## src/rtl/tcc_consts.vh

```
/*
  Constants for the timer capture/compare unit: register indices, field
  positions and reset values. Assumes inclusion by bare name.
*/
`ifndef TCC_CONSTS_VH
`define TCC_CONSTS_VH
// Register byte addresses (8-bit register port)
`define TCC_A_CAP1_HI 8'h10
`define TCC_A_CAP1_LO 8'h11
`define TCC_A_CAP2_HI 8'h12
`define TCC_A_CAP2_LO 8'h13
`define TCC_A_CAP3_HI 8'h14
`define TCC_A_CAP3_LO 8'h15
`define TCC_A_CMP1_HI 8'h16
`define TCC_A_CMP1_LO 8'h17
`define TCC_A_CMP2_HI 8'h18
`define TCC_A_CMP2_LO 8'h19
`define TCC_A_CMP3_HI 8'h1A
`define TCC_A_CMP3_LO 8'h1B
`define TCC_A_CMP4_HI 8'h1C
`define TCC_A_CMP4_LO 8'h1D
`define TCC_A_SHR_HI 8'h1E
`define TCC_A_SHR_LO 8'h1F
`define TCC_A_PINCTL 8'h20
`define TCC_A_EDGCTL 8'h21
`define TCC_A_MASK1 8'h22
`define TCC_A_FLAG1 8'h23
`define TCC_A_PMASK1 8'h0C
`define TCC_A_PDATA1 8'h0D
`define TCC_A_ACCCTL 8'h26
// Field positions
`define TCC_SHR_SEL_BIT 2
`define TCC_FLG_SHARED 3
`define TCC_FLG_CMP1 7
`define TCC_PIN_LSB 3
// Reset values
`define TCC_CMP_RST 16'hFFFF
`define TCC_ZERO8 8'h00
`define TCC_ZERO16 16'h0000
`endif

```

## src/rtl/tcc_unit.v

```verilog
/*
  Timer input capture and output compare unit: three capture channels,
  four compare channels, one shared capture-four/compare-five channel.
  Assumes the free-running count and its increment phase come from the
  counter block on core_clk; capture pins are asynchronous.
*/
`default_nettype none
`include "tcc_consts.vh"
module tcc_unit #(
  parameter CW = 16
) (
  input wire core_clk,
  input wire srst,
  input wire clk_en,
  input wire count_phase,
  input wire [CW-1:0] free_running_count,
  input wire [3:0] capture_pin,
  input wire [7:0] reg_addr,
  input wire [7:0] reg_wdata,
  input wire reg_wr,
  input wire reg_rd,
  output reg [7:0] reg_rdata,
  output reg [4:0] compare_pin_out,
  output reg [4:0] compare_pin_drive,
  output wire irq
);
  reg [3:0] sync1_r;
  reg [3:0] sync2_r;
  reg [3:0] prev_r;
  reg [CW-1:0] cap_r [0:2];
  reg [CW-1:0] cmp_r [0:3];
  reg [CW-1:0] shr_r;
  reg [7:0] edge_ctl_r;
  reg [7:0] pin_ctl_r;
  reg [7:0] mask1_r;
  reg [7:0] flag1_r;
  reg [7:0] pin_mask1_r;
  reg [7:0] pin_data1_r;
  reg [7:0] accum_ctl_r;
  reg [3:0] pend_r;
  reg [3:0] blk_r;
  reg [4:0] match_r;
  reg [3:0] hit;
  reg [3:0] blk_nxt;
  reg [4:0] match;
  reg [4:0] pin_nxt;
  reg [7:0] flag_set;
  integer i;

  function edge_hit;
    input [1:0] sel;
    input now;
    input was;
    begin
      case (sel)
        2'b01: edge_hit = now & ~was;
        2'b10: edge_hit = ~now & was;
        2'b11: edge_hit = now ^ was;
        default: edge_hit = 1'b0;
      endcase
    end
  endfunction

  function act;
    input [1:0] ml;
    input cur;
    begin
      case (ml)
        2'b01: act = ~cur;
        2'b10: act = 1'b0;
        2'b11: act = 1'b1;
        default: act = cur;
      endcase
    end
  endfunction

  wire shr_cap = accum_ctl_r[`TCC_SHR_SEL_BIT];
  // per-pin action pair; pin0 is compare five, pin4 has none
  wire [9:0] pin_pair = {2'b00, pin_ctl_r[3:2], pin_ctl_r[5:4], pin_ctl_r[7:6],
    pin_ctl_r[1:0] & {2{~shr_cap}}};
  wire [4:0] pin_match = {1'b0, match_r[3:1], match_r[4]};
  wire wr_flag = reg_wr && (reg_addr == `TCC_A_FLAG1);

  always @* begin
    for (i = 0; i < 4; i = i + 1) begin
      hit[i] = edge_hit(edge_ctl_r[7-2*i -: 2], sync2_r[i], prev_r[i]);
    end
    hit[3] = hit[3] & shr_cap;
    blk_nxt = 4'b0000;
    if (reg_rd) begin
      blk_nxt[0] = (reg_addr == `TCC_A_CAP1_HI);
      blk_nxt[1] = (reg_addr == `TCC_A_CAP2_HI);
      blk_nxt[2] = (reg_addr == `TCC_A_CAP3_HI);
      blk_nxt[3] = (reg_addr == `TCC_A_SHR_HI) && shr_cap;
    end
    for (i = 0; i < 4; i = i + 1) begin
      match[i] = (cmp_r[i] == free_running_count);
    end
    match[4] = ~shr_cap && (shr_r == free_running_count);
    flag_set = `TCC_ZERO8;
    flag_set[2:0] = {hit[0], hit[1], hit[2]};
    flag_set[`TCC_FLG_SHARED] = hit[3];
    if (count_phase) begin
      flag_set[7:4] = {match[0], match[1], match[2], match[3]};
      flag_set[`TCC_FLG_SHARED] = hit[3] | match[4];
    end
    pin_nxt = compare_pin_out;
    for (i = 0; i < 5; i = i + 1) begin
      if (pin_match[i]) begin
        pin_nxt[i] = act(pin_pair[2*i+1 -: 2], compare_pin_out[i]);
      end
    end
    if (match_r[0]) begin
      for (i = 0; i < 5; i = i + 1) begin
        if (pin_mask1_r[`TCC_PIN_LSB+i]) begin
          pin_nxt[i] = pin_data1_r[`TCC_PIN_LSB+i];
        end
      end
    end
  end

  assign irq = |(flag1_r & mask1_r);

  always @(posedge core_clk) begin
    if (srst) begin
      sync1_r <= 4'h0;
      sync2_r <= 4'h0;
      prev_r <= 4'h0;
      edge_ctl_r <= `TCC_ZERO8;
      pin_ctl_r <= `TCC_ZERO8;
      mask1_r <= `TCC_ZERO8;
      flag1_r <= `TCC_ZERO8;
      pin_mask1_r <= `TCC_ZERO8;
      pin_data1_r <= `TCC_ZERO8;
      accum_ctl_r <= `TCC_ZERO8;
      pend_r <= 4'h0;
      blk_r <= 4'h0;
      match_r <= 5'h00;
      compare_pin_out <= 5'h00;
      compare_pin_drive <= 5'h1F;
      reg_rdata <= `TCC_ZERO8;
      for (i = 0; i < 4; i = i + 1) begin
        cmp_r[i] <= `TCC_CMP_RST;
      end
    end else if (clk_en) begin
      sync1_r <= capture_pin;
      sync2_r <= sync1_r;
      prev_r <= sync2_r;
      blk_r <= blk_nxt;
      // pin change two cycles after match
      match_r <= count_phase ? match : 5'h00;
      compare_pin_out <= pin_nxt;
      // Drive enable low where action or mask connects pin
      for (i = 0; i < 5; i = i + 1) begin
        compare_pin_drive[i] <= ~(pin_mask1_r[`TCC_PIN_LSB+i] |
          (|pin_pair[2*i+1 -: 2]));
      end
      for (i = 0; i < 4; i = i + 1) begin
        if ((hit[i] | pend_r[i]) && !blk_r[i] && !count_phase) begin
          pend_r[i] <= 1'b0;
          if (i < 3) begin
            cap_r[i] <= free_running_count;
          end else begin
            shr_r <= free_running_count;
          end
        end else if (hit[i]) begin
          pend_r[i] <= 1'b1;
        end
      end
      flag1_r <= (wr_flag ? (flag1_r & ~reg_wdata) : flag1_r) | flag_set;
      if (reg_wr) begin
        case (reg_addr)
          `TCC_A_CMP1_HI: cmp_r[0][15:8] <= reg_wdata;
          `TCC_A_CMP1_LO: cmp_r[0][7:0] <= reg_wdata;
          `TCC_A_CMP2_HI: cmp_r[1][15:8] <= reg_wdata;
          `TCC_A_CMP2_LO: cmp_r[1][7:0] <= reg_wdata;
          `TCC_A_CMP3_HI: cmp_r[2][15:8] <= reg_wdata;
          `TCC_A_CMP3_LO: cmp_r[2][7:0] <= reg_wdata;
          `TCC_A_CMP4_HI: cmp_r[3][15:8] <= reg_wdata;
          `TCC_A_CMP4_LO: cmp_r[3][7:0] <= reg_wdata;
          `TCC_A_SHR_HI: if (!shr_cap) shr_r[15:8] <= reg_wdata;
          `TCC_A_SHR_LO: if (!shr_cap) shr_r[7:0] <= reg_wdata;
          `TCC_A_PINCTL: pin_ctl_r <= reg_wdata;
          `TCC_A_EDGCTL: edge_ctl_r <= reg_wdata;
          `TCC_A_MASK1: mask1_r <= reg_wdata;
          `TCC_A_PMASK1: pin_mask1_r <= reg_wdata;
          `TCC_A_PDATA1: pin_data1_r <= reg_wdata;
          `TCC_A_ACCCTL: accum_ctl_r <= reg_wdata;
          default: ;
        endcase
      end
      reg_rdata <= `TCC_ZERO8;
      if (reg_rd) begin
        case (reg_addr)
          `TCC_A_CAP1_HI: reg_rdata <= cap_r[0][15:8];
          `TCC_A_CAP1_LO: reg_rdata <= cap_r[0][7:0];
          `TCC_A_CAP2_HI: reg_rdata <= cap_r[1][15:8];
          `TCC_A_CAP2_LO: reg_rdata <= cap_r[1][7:0];
          `TCC_A_CAP3_HI: reg_rdata <= cap_r[2][15:8];
          `TCC_A_CAP3_LO: reg_rdata <= cap_r[2][7:0];
          `TCC_A_CMP1_HI: reg_rdata <= cmp_r[0][15:8];
          `TCC_A_CMP1_LO: reg_rdata <= cmp_r[0][7:0];
          `TCC_A_CMP2_HI: reg_rdata <= cmp_r[1][15:8];
          `TCC_A_CMP2_LO: reg_rdata <= cmp_r[1][7:0];
          `TCC_A_CMP3_HI: reg_rdata <= cmp_r[2][15:8];
          `TCC_A_CMP3_LO: reg_rdata <= cmp_r[2][7:0];
          `TCC_A_CMP4_HI: reg_rdata <= cmp_r[3][15:8];
          `TCC_A_CMP4_LO: reg_rdata <= cmp_r[3][7:0];
          `TCC_A_SHR_HI: reg_rdata <= shr_r[15:8];
          `TCC_A_SHR_LO: reg_rdata <= shr_r[7:0];
          `TCC_A_PINCTL: reg_rdata <= pin_ctl_r;
          `TCC_A_EDGCTL: reg_rdata <= edge_ctl_r;
          `TCC_A_MASK1: reg_rdata <= mask1_r;
          `TCC_A_FLAG1: reg_rdata <= flag1_r;
          `TCC_A_PMASK1: reg_rdata <= pin_mask1_r;
          `TCC_A_PDATA1: reg_rdata <= pin_data1_r;
          `TCC_A_ACCCTL: reg_rdata <= accum_ctl_r;
          default: reg_rdata <= `TCC_ZERO8;
        endcase
      end
    end
  end
endmodule
`default_nettype wire

```

## config.mk

```make
export PLATFORM = sky130hd
export DESIGN_NAME = tcc_unit
export DESIGN_NICKNAME = d
export VERILOG_FILES = /design/src/rtl/tcc_unit.v
export VERILOG_INCLUDE_DIRS = /design/src /design/src/rtl
export SDC_FILE = /design/constraint.sdc
export NUM_CORES = 1
export LEC_CHECK = 0
export BUFFER_PORTS_ARGS = -buffer_cell sky130_fd_sc_hd__buf_2
export CAP_MARGIN = 25
export CORE_MARGIN = 2
export CORE_UTILIZATION = 35
export CTS_CLUSTER_DIAMETER = 50
export DETAILED_ROUTE_END_ITERATION = 10
export GPL_TIMING_DRIVEN = 0
export PLACE_DENSITY = 0.49
export SLEW_MARGIN = 30
export SYNTH_ARGS = -nofsm -noshare
export SYNTH_HDL_FRONTEND = slang
export SYNTH_SLANG_ARGS = --single-unit
```

## constraint.sdc

```tcl
create_clock -name core_clk -period 3.53 [get_ports core_clk]
set_clock_uncertainty 0.05 [all_clocks]
set_input_delay 0.5295 -clock core_clk [delete_from_list [all_inputs] [get_ports core_clk]]
set_output_delay 0.5295 -clock core_clk [all_outputs]
set_load 0.02 [all_outputs]
```

After elaboration in Yosys (flattened, before gate mapping) --
Memory sizes are Yosys's and may differ from the RTL's. Cells that the tools add are included.
Word-level totals: bits in registers 115, latch bits 0, memory bits (writable) 112, memory bits (read-only) 0, input port bits 42, output and inout port bits 19, logic and storage cells 265, memories kept 2
Memory list:
- cmp_r | depth 4, bits a word 16, rd ports 4, clocked after Yosys merged registers in 0, write ports 4, line tcc_unit.v:31 | reg [CW-1:0] cmp_r [0:3];
- cap_r | depth 3, bits a word 16, rd ports 3, clocked after Yosys merged registers in 0, write ports 3, line tcc_unit.v:30 | reg [CW-1:0] cap_r [0:2];
Cells by class: add/sub/neg operators 0, $mul 0, div/mod/pow operators 0, order comparisons 0, equality and inequality tests 52, shift operators 0, muxes and demuxes 99, bitwise gates (word level) 54, reduce and logical (&&, ||, !) cells 37
Operators by type and width (count):
- 8-bit case mux with 23 select lines | 1
- 8-bit by 5-bit equality test with 1-bit output (second input constant) | 16
- 8-bit 2-to-1 mux | 14
- 16-bit equality test | 5
- 1-bit 2-to-1 mux | 70
- 8-bit by 6-bit equality test with 1-bit output (second input constant) | 5
- 2-bit equality test (second input constant) | 16
- 16-bit 2-to-1 mux | 2
- 1-bit case mux with 3 select lines | 8
- 3-bit AND reduction | 7
- 1-bit NOT | 19
- 1-bit OR | 17
- 8-bit AND | 2
- 2-bit by 1-bit equality test with 1-bit output (second input constant) | 8
- 8-bit by 4-bit equality test with 1-bit output (second input constant) | 2
- 1-bit logical AND | 11
- 5-bit 2-to-1 mux | 2
- 2-bit AND reduction | 5
- 1-bit AND | 9
- 4-bit 2-to-1 mux | 2
- 8-bit NOT | 1
- 8-bit OR | 1
- 2-bit nonzero test | 4
- 2-bit OR reduction | 4
- 4 further kinds | 11

Longest topological paths before layout --
depth in word-level cells 11, mapped depth 9, gate-level depth less buffers 8

Worst setup path before layout --
OpenSTA, ideal clock, no wires.
path type register to register, start reg sync2_r[2], end mem cap_r[2][0] (netlist: cap_r[0][32]), enable pin, data arrival time 2642 ps, setup slack 407 ps, cell stages (with the launch flop) 8, period minus slack after synthesis 3123 ps, path through dfxtp_1 inv_1 ha_1 mux2i_1 nand2_1 o21ai_0 nor2_1 nor4_1
RTL lines:
- start: declaration | line tcc_unit.v:28 | reg [3:0] sync2_r;
- start signal: assignment | line tcc_unit.v:147 | sync2_r <= sync1_r;
- end: declaration | line tcc_unit.v:30

==> impl_metrics.ini <==
[sta]
hold_ws_ns = 0.173
fin_crit_ns = 3.20
max_freq_mhz = 312
final-setup-viol-count = 0
rsz0062_at_grt = false
period_share_pct = 90.8
slew_headroom_pct = 32.5
hold_viol = 0
worst-slew-pin-transition_ns = 1.01
drv_slew = 0

[routing]
wl_per_cell_um = 29.1
initialDrtViolationCount = 1111
drtPass1Iterations = 5
drt-total-wl_um = 50100
final_antenna_net_count = 0
via_per_inst = 5.87
dr_total_vias = 10088
drc_errors = 0

[finish]
diodes = 0
final_cells = 1720
nNetsFinal = 1305
post-route-util_pct = 42.0
n_fill_cell = 3290
area_growth_pct = 17.3
drive_gt1_share_pct = 16.0

[global_route]
track_usage_pct = 28.3
gr-total-overflow = 0
antenna_found_initial = 4
grt_pass1_vias = 9652
grt_max_degree = 13
grt_pass1_wl_um = 71000

[synth]
synth_top_area_cell = edfxtp_1
avgSynthCellArea_um2 = 10.2
synthTopCellsByCount = edfxtp_1 (128), dfxtp_1 (99), nand2_1 (96)
synth_area_leaders = edfxtp_1 (33%), dfxtp_1 (17%), mux2i_1 (6.5%)
ys_types = 76
ys_seq_area_share_pct = 49.8
yosysTopAreaCellShare_pct = 32.8
synthFlopType = edfxtp_1
ys_warn_count = 0
synthCells = 1150
synthesis.nets = 1200
synth_edf_count = 128
ys_seq_elements = 227
syn-cell-area_um2 = 11700
synth.most_common_cell = edfxtp_1
synthArstFlopShare_pct = 0

[pwr]
intPower_mw = 4.99
power_density_nw_per_um2 = 495
sw_frac_of_total_pct = 26.6
clkPwrFrac_pct = 48.8
p_comb_share_pct = 8.4
p_sw_mw = 1.81
leakage_nw = 4.73
ir_drop_mv = 0.372
power_frac_seq_pct = 42.8

[setup_path]
arrival_ns = 3.43
reg2reg_depth = 6
worstSetupStartpointType = input pin
crit_buf_inv = 3
worstPathRequired_ns = 3.76
cpPeakStageDelay_ns = 0.83
setup.worst_path.start = reg_addr[3]
crit_fanout = 10
cp_slowest_cell = nor2_1
path_depth = 7
crit_path_end_kind = flop
path_cells = buf_2 -> buf_1 -> clkbuf_1 -> nor2_1 -> nand2_1 -> nor3_1 -> or2b_1
crit_family = simple AND/OR/NAND/NOR gates
crit_type = in2reg
r2r-start = accum_ctl_r[2]$_SDFFE_PP0P_

[placement]
dp_cells = 1661
io_buffer_count = 57
dp_hpwl_um = 37200
place_congestion = 0.973

[clock_tree]
cts-root-buf = clkbuf_16
tritoncts = done
post_cts_buffers = 0
clk_path_buf_depth = 3
cts_inserted_buffers = 34
htreeDepth = 2
clk_latency_ns = 0.53
clock_sinks = 227
clk_pin_slew_ns = 0.06
ctsHoldBuffers = 0
post_cts_resized = 0

[floorplan]
floorplan.initialDensity_pct = 35.8
die_y_um = 187
core_um2 = 32700
dieArea_um2 = 34900
die_w_um = 187
ios = 61
rows = 66

[min_path]
hp-class = in2reg
holdCritStartpoint = free_running_count[8]
worstHoldPathCells = 1

[status]
outcome = finished, final reports clean

[flow_run]
max_cap_viol_count = 0
## flip-flops by register name, summed over array words and instances (netlist names)
register / flops
cap_r: 48
mask1_r: 8
sync1_r: 4
pin_data1_r: 8
pin_ctl_r: 8
blk_r: 4
pin_mask1_r: 8
shr_r: 16
edge_ctl_r: 8
flag1_r: 8
reg_rdata: 8
compare_pin_drive: 5
cmp_r: 64
compare_pin_out: 5
pend_r: 4
match_r: 5
prev_r: 4
sync2_r: 4
accum_ctl_r: 8
## logic make-up (layout without fill, tap and decap cells)
family / after synthesis / after routing / synth area share [%]
buffers and inverters: 104 / 232 / 3.68
AOI/OAI and AO/OA: 219 / 219 / 12.4
xor gates and xnor gates: 80 / 80 / 5.99
muxes: 96 / 96 / 8.71
and+or+nand+nor: 416 / 416 / 18.6
DFF: 227 / 227 / 49.8
adders and majority gates: 8 / 8 / 0.855
## metrics by stage
step | instance area [um2] | power (mW) | TNS (ns) | setup slack, ns
2_1_floorplan | 11700 | 3.24 | 0 | 0.407
3_3_place_gp | 12500 | 3.52 | -90.98 | -1.92
3_5_place_dp | 12600 | 3.52 | -0.210 | -0.0433
4_1_cts | 13700 | 6.83 | 0 | 0.508
5_1_grt | 13700 | 6.97 | 0 | 0.298
6_report | 13700 | 6.80 | 0 | 0.326
## path summary, 6_finish.rpt
| path | end | slack (ns) |
|---|---|---|
| worst min-delay path | cap_r[0][24]$_DFFE_PP_ | 0.17 |
| worst max register to register | shr_r[9]$_DFFE_PP_ | 0.68 |
| worst min register to register | flag1_r[6]$_SDFFE_PP0P_ | 0.42 |
| worst max-delay path | cmp_r[0][7]$_SDFFCE_PN1P_ | 0.33 |
## placed cells by master, fill, tap and decap left out, types with 52 or more instances in the layout
cell / count
a21oi_1: 80
buf_2: 77
clkbuf_1: 70
dfxtp_1: 99
edfxtp_1: 128
mux2i_1: 76
nand2_1: 96
nand3_1: 52
nor2_1: 92
xor2_1: 60
## metal layers
metal	wire length [um]	vias to the layer above	global-route usage (%)
met3	4500	108	6.32
met4	1970	0	10.7
li1	-	4447	-
met1	21800	5050	39.5
met5	0	-	0
met2	21900	483	42.8
## power groups by stage
stage / clock network [mW] / registers (mW) / logic (mW)
5_1_grt: 3.46 / 2.91 / 0.597
3_3_place_gp: 0 / 2.96 / 0.555
3_5_place_dp: 0 / 2.96 / 0.557
4_1_cts: 3.36 / 2.91 / 0.559
6_report: 3.32 / 2.91 / 0.574
2_1_floorplan: 0 / 2.94 / 0.301
## area by class of cell
class | instances | area (um2) | area share (%)
clock buffer | 38 | 886 | 6.45
clock inverter | 21 | 210 | 1.53
buffer | 92 | 385 | 2.81
multi-input combinational | 819 | 5470 | 39.8
sequential | 227 | 5830 | 42.4
tap | 442 | 553 | 4.03
inverter | 12 | 45.0 | 0.328
timing repair buffer | 69 | 357 | 2.60
(Power assumes the default switching activity.)
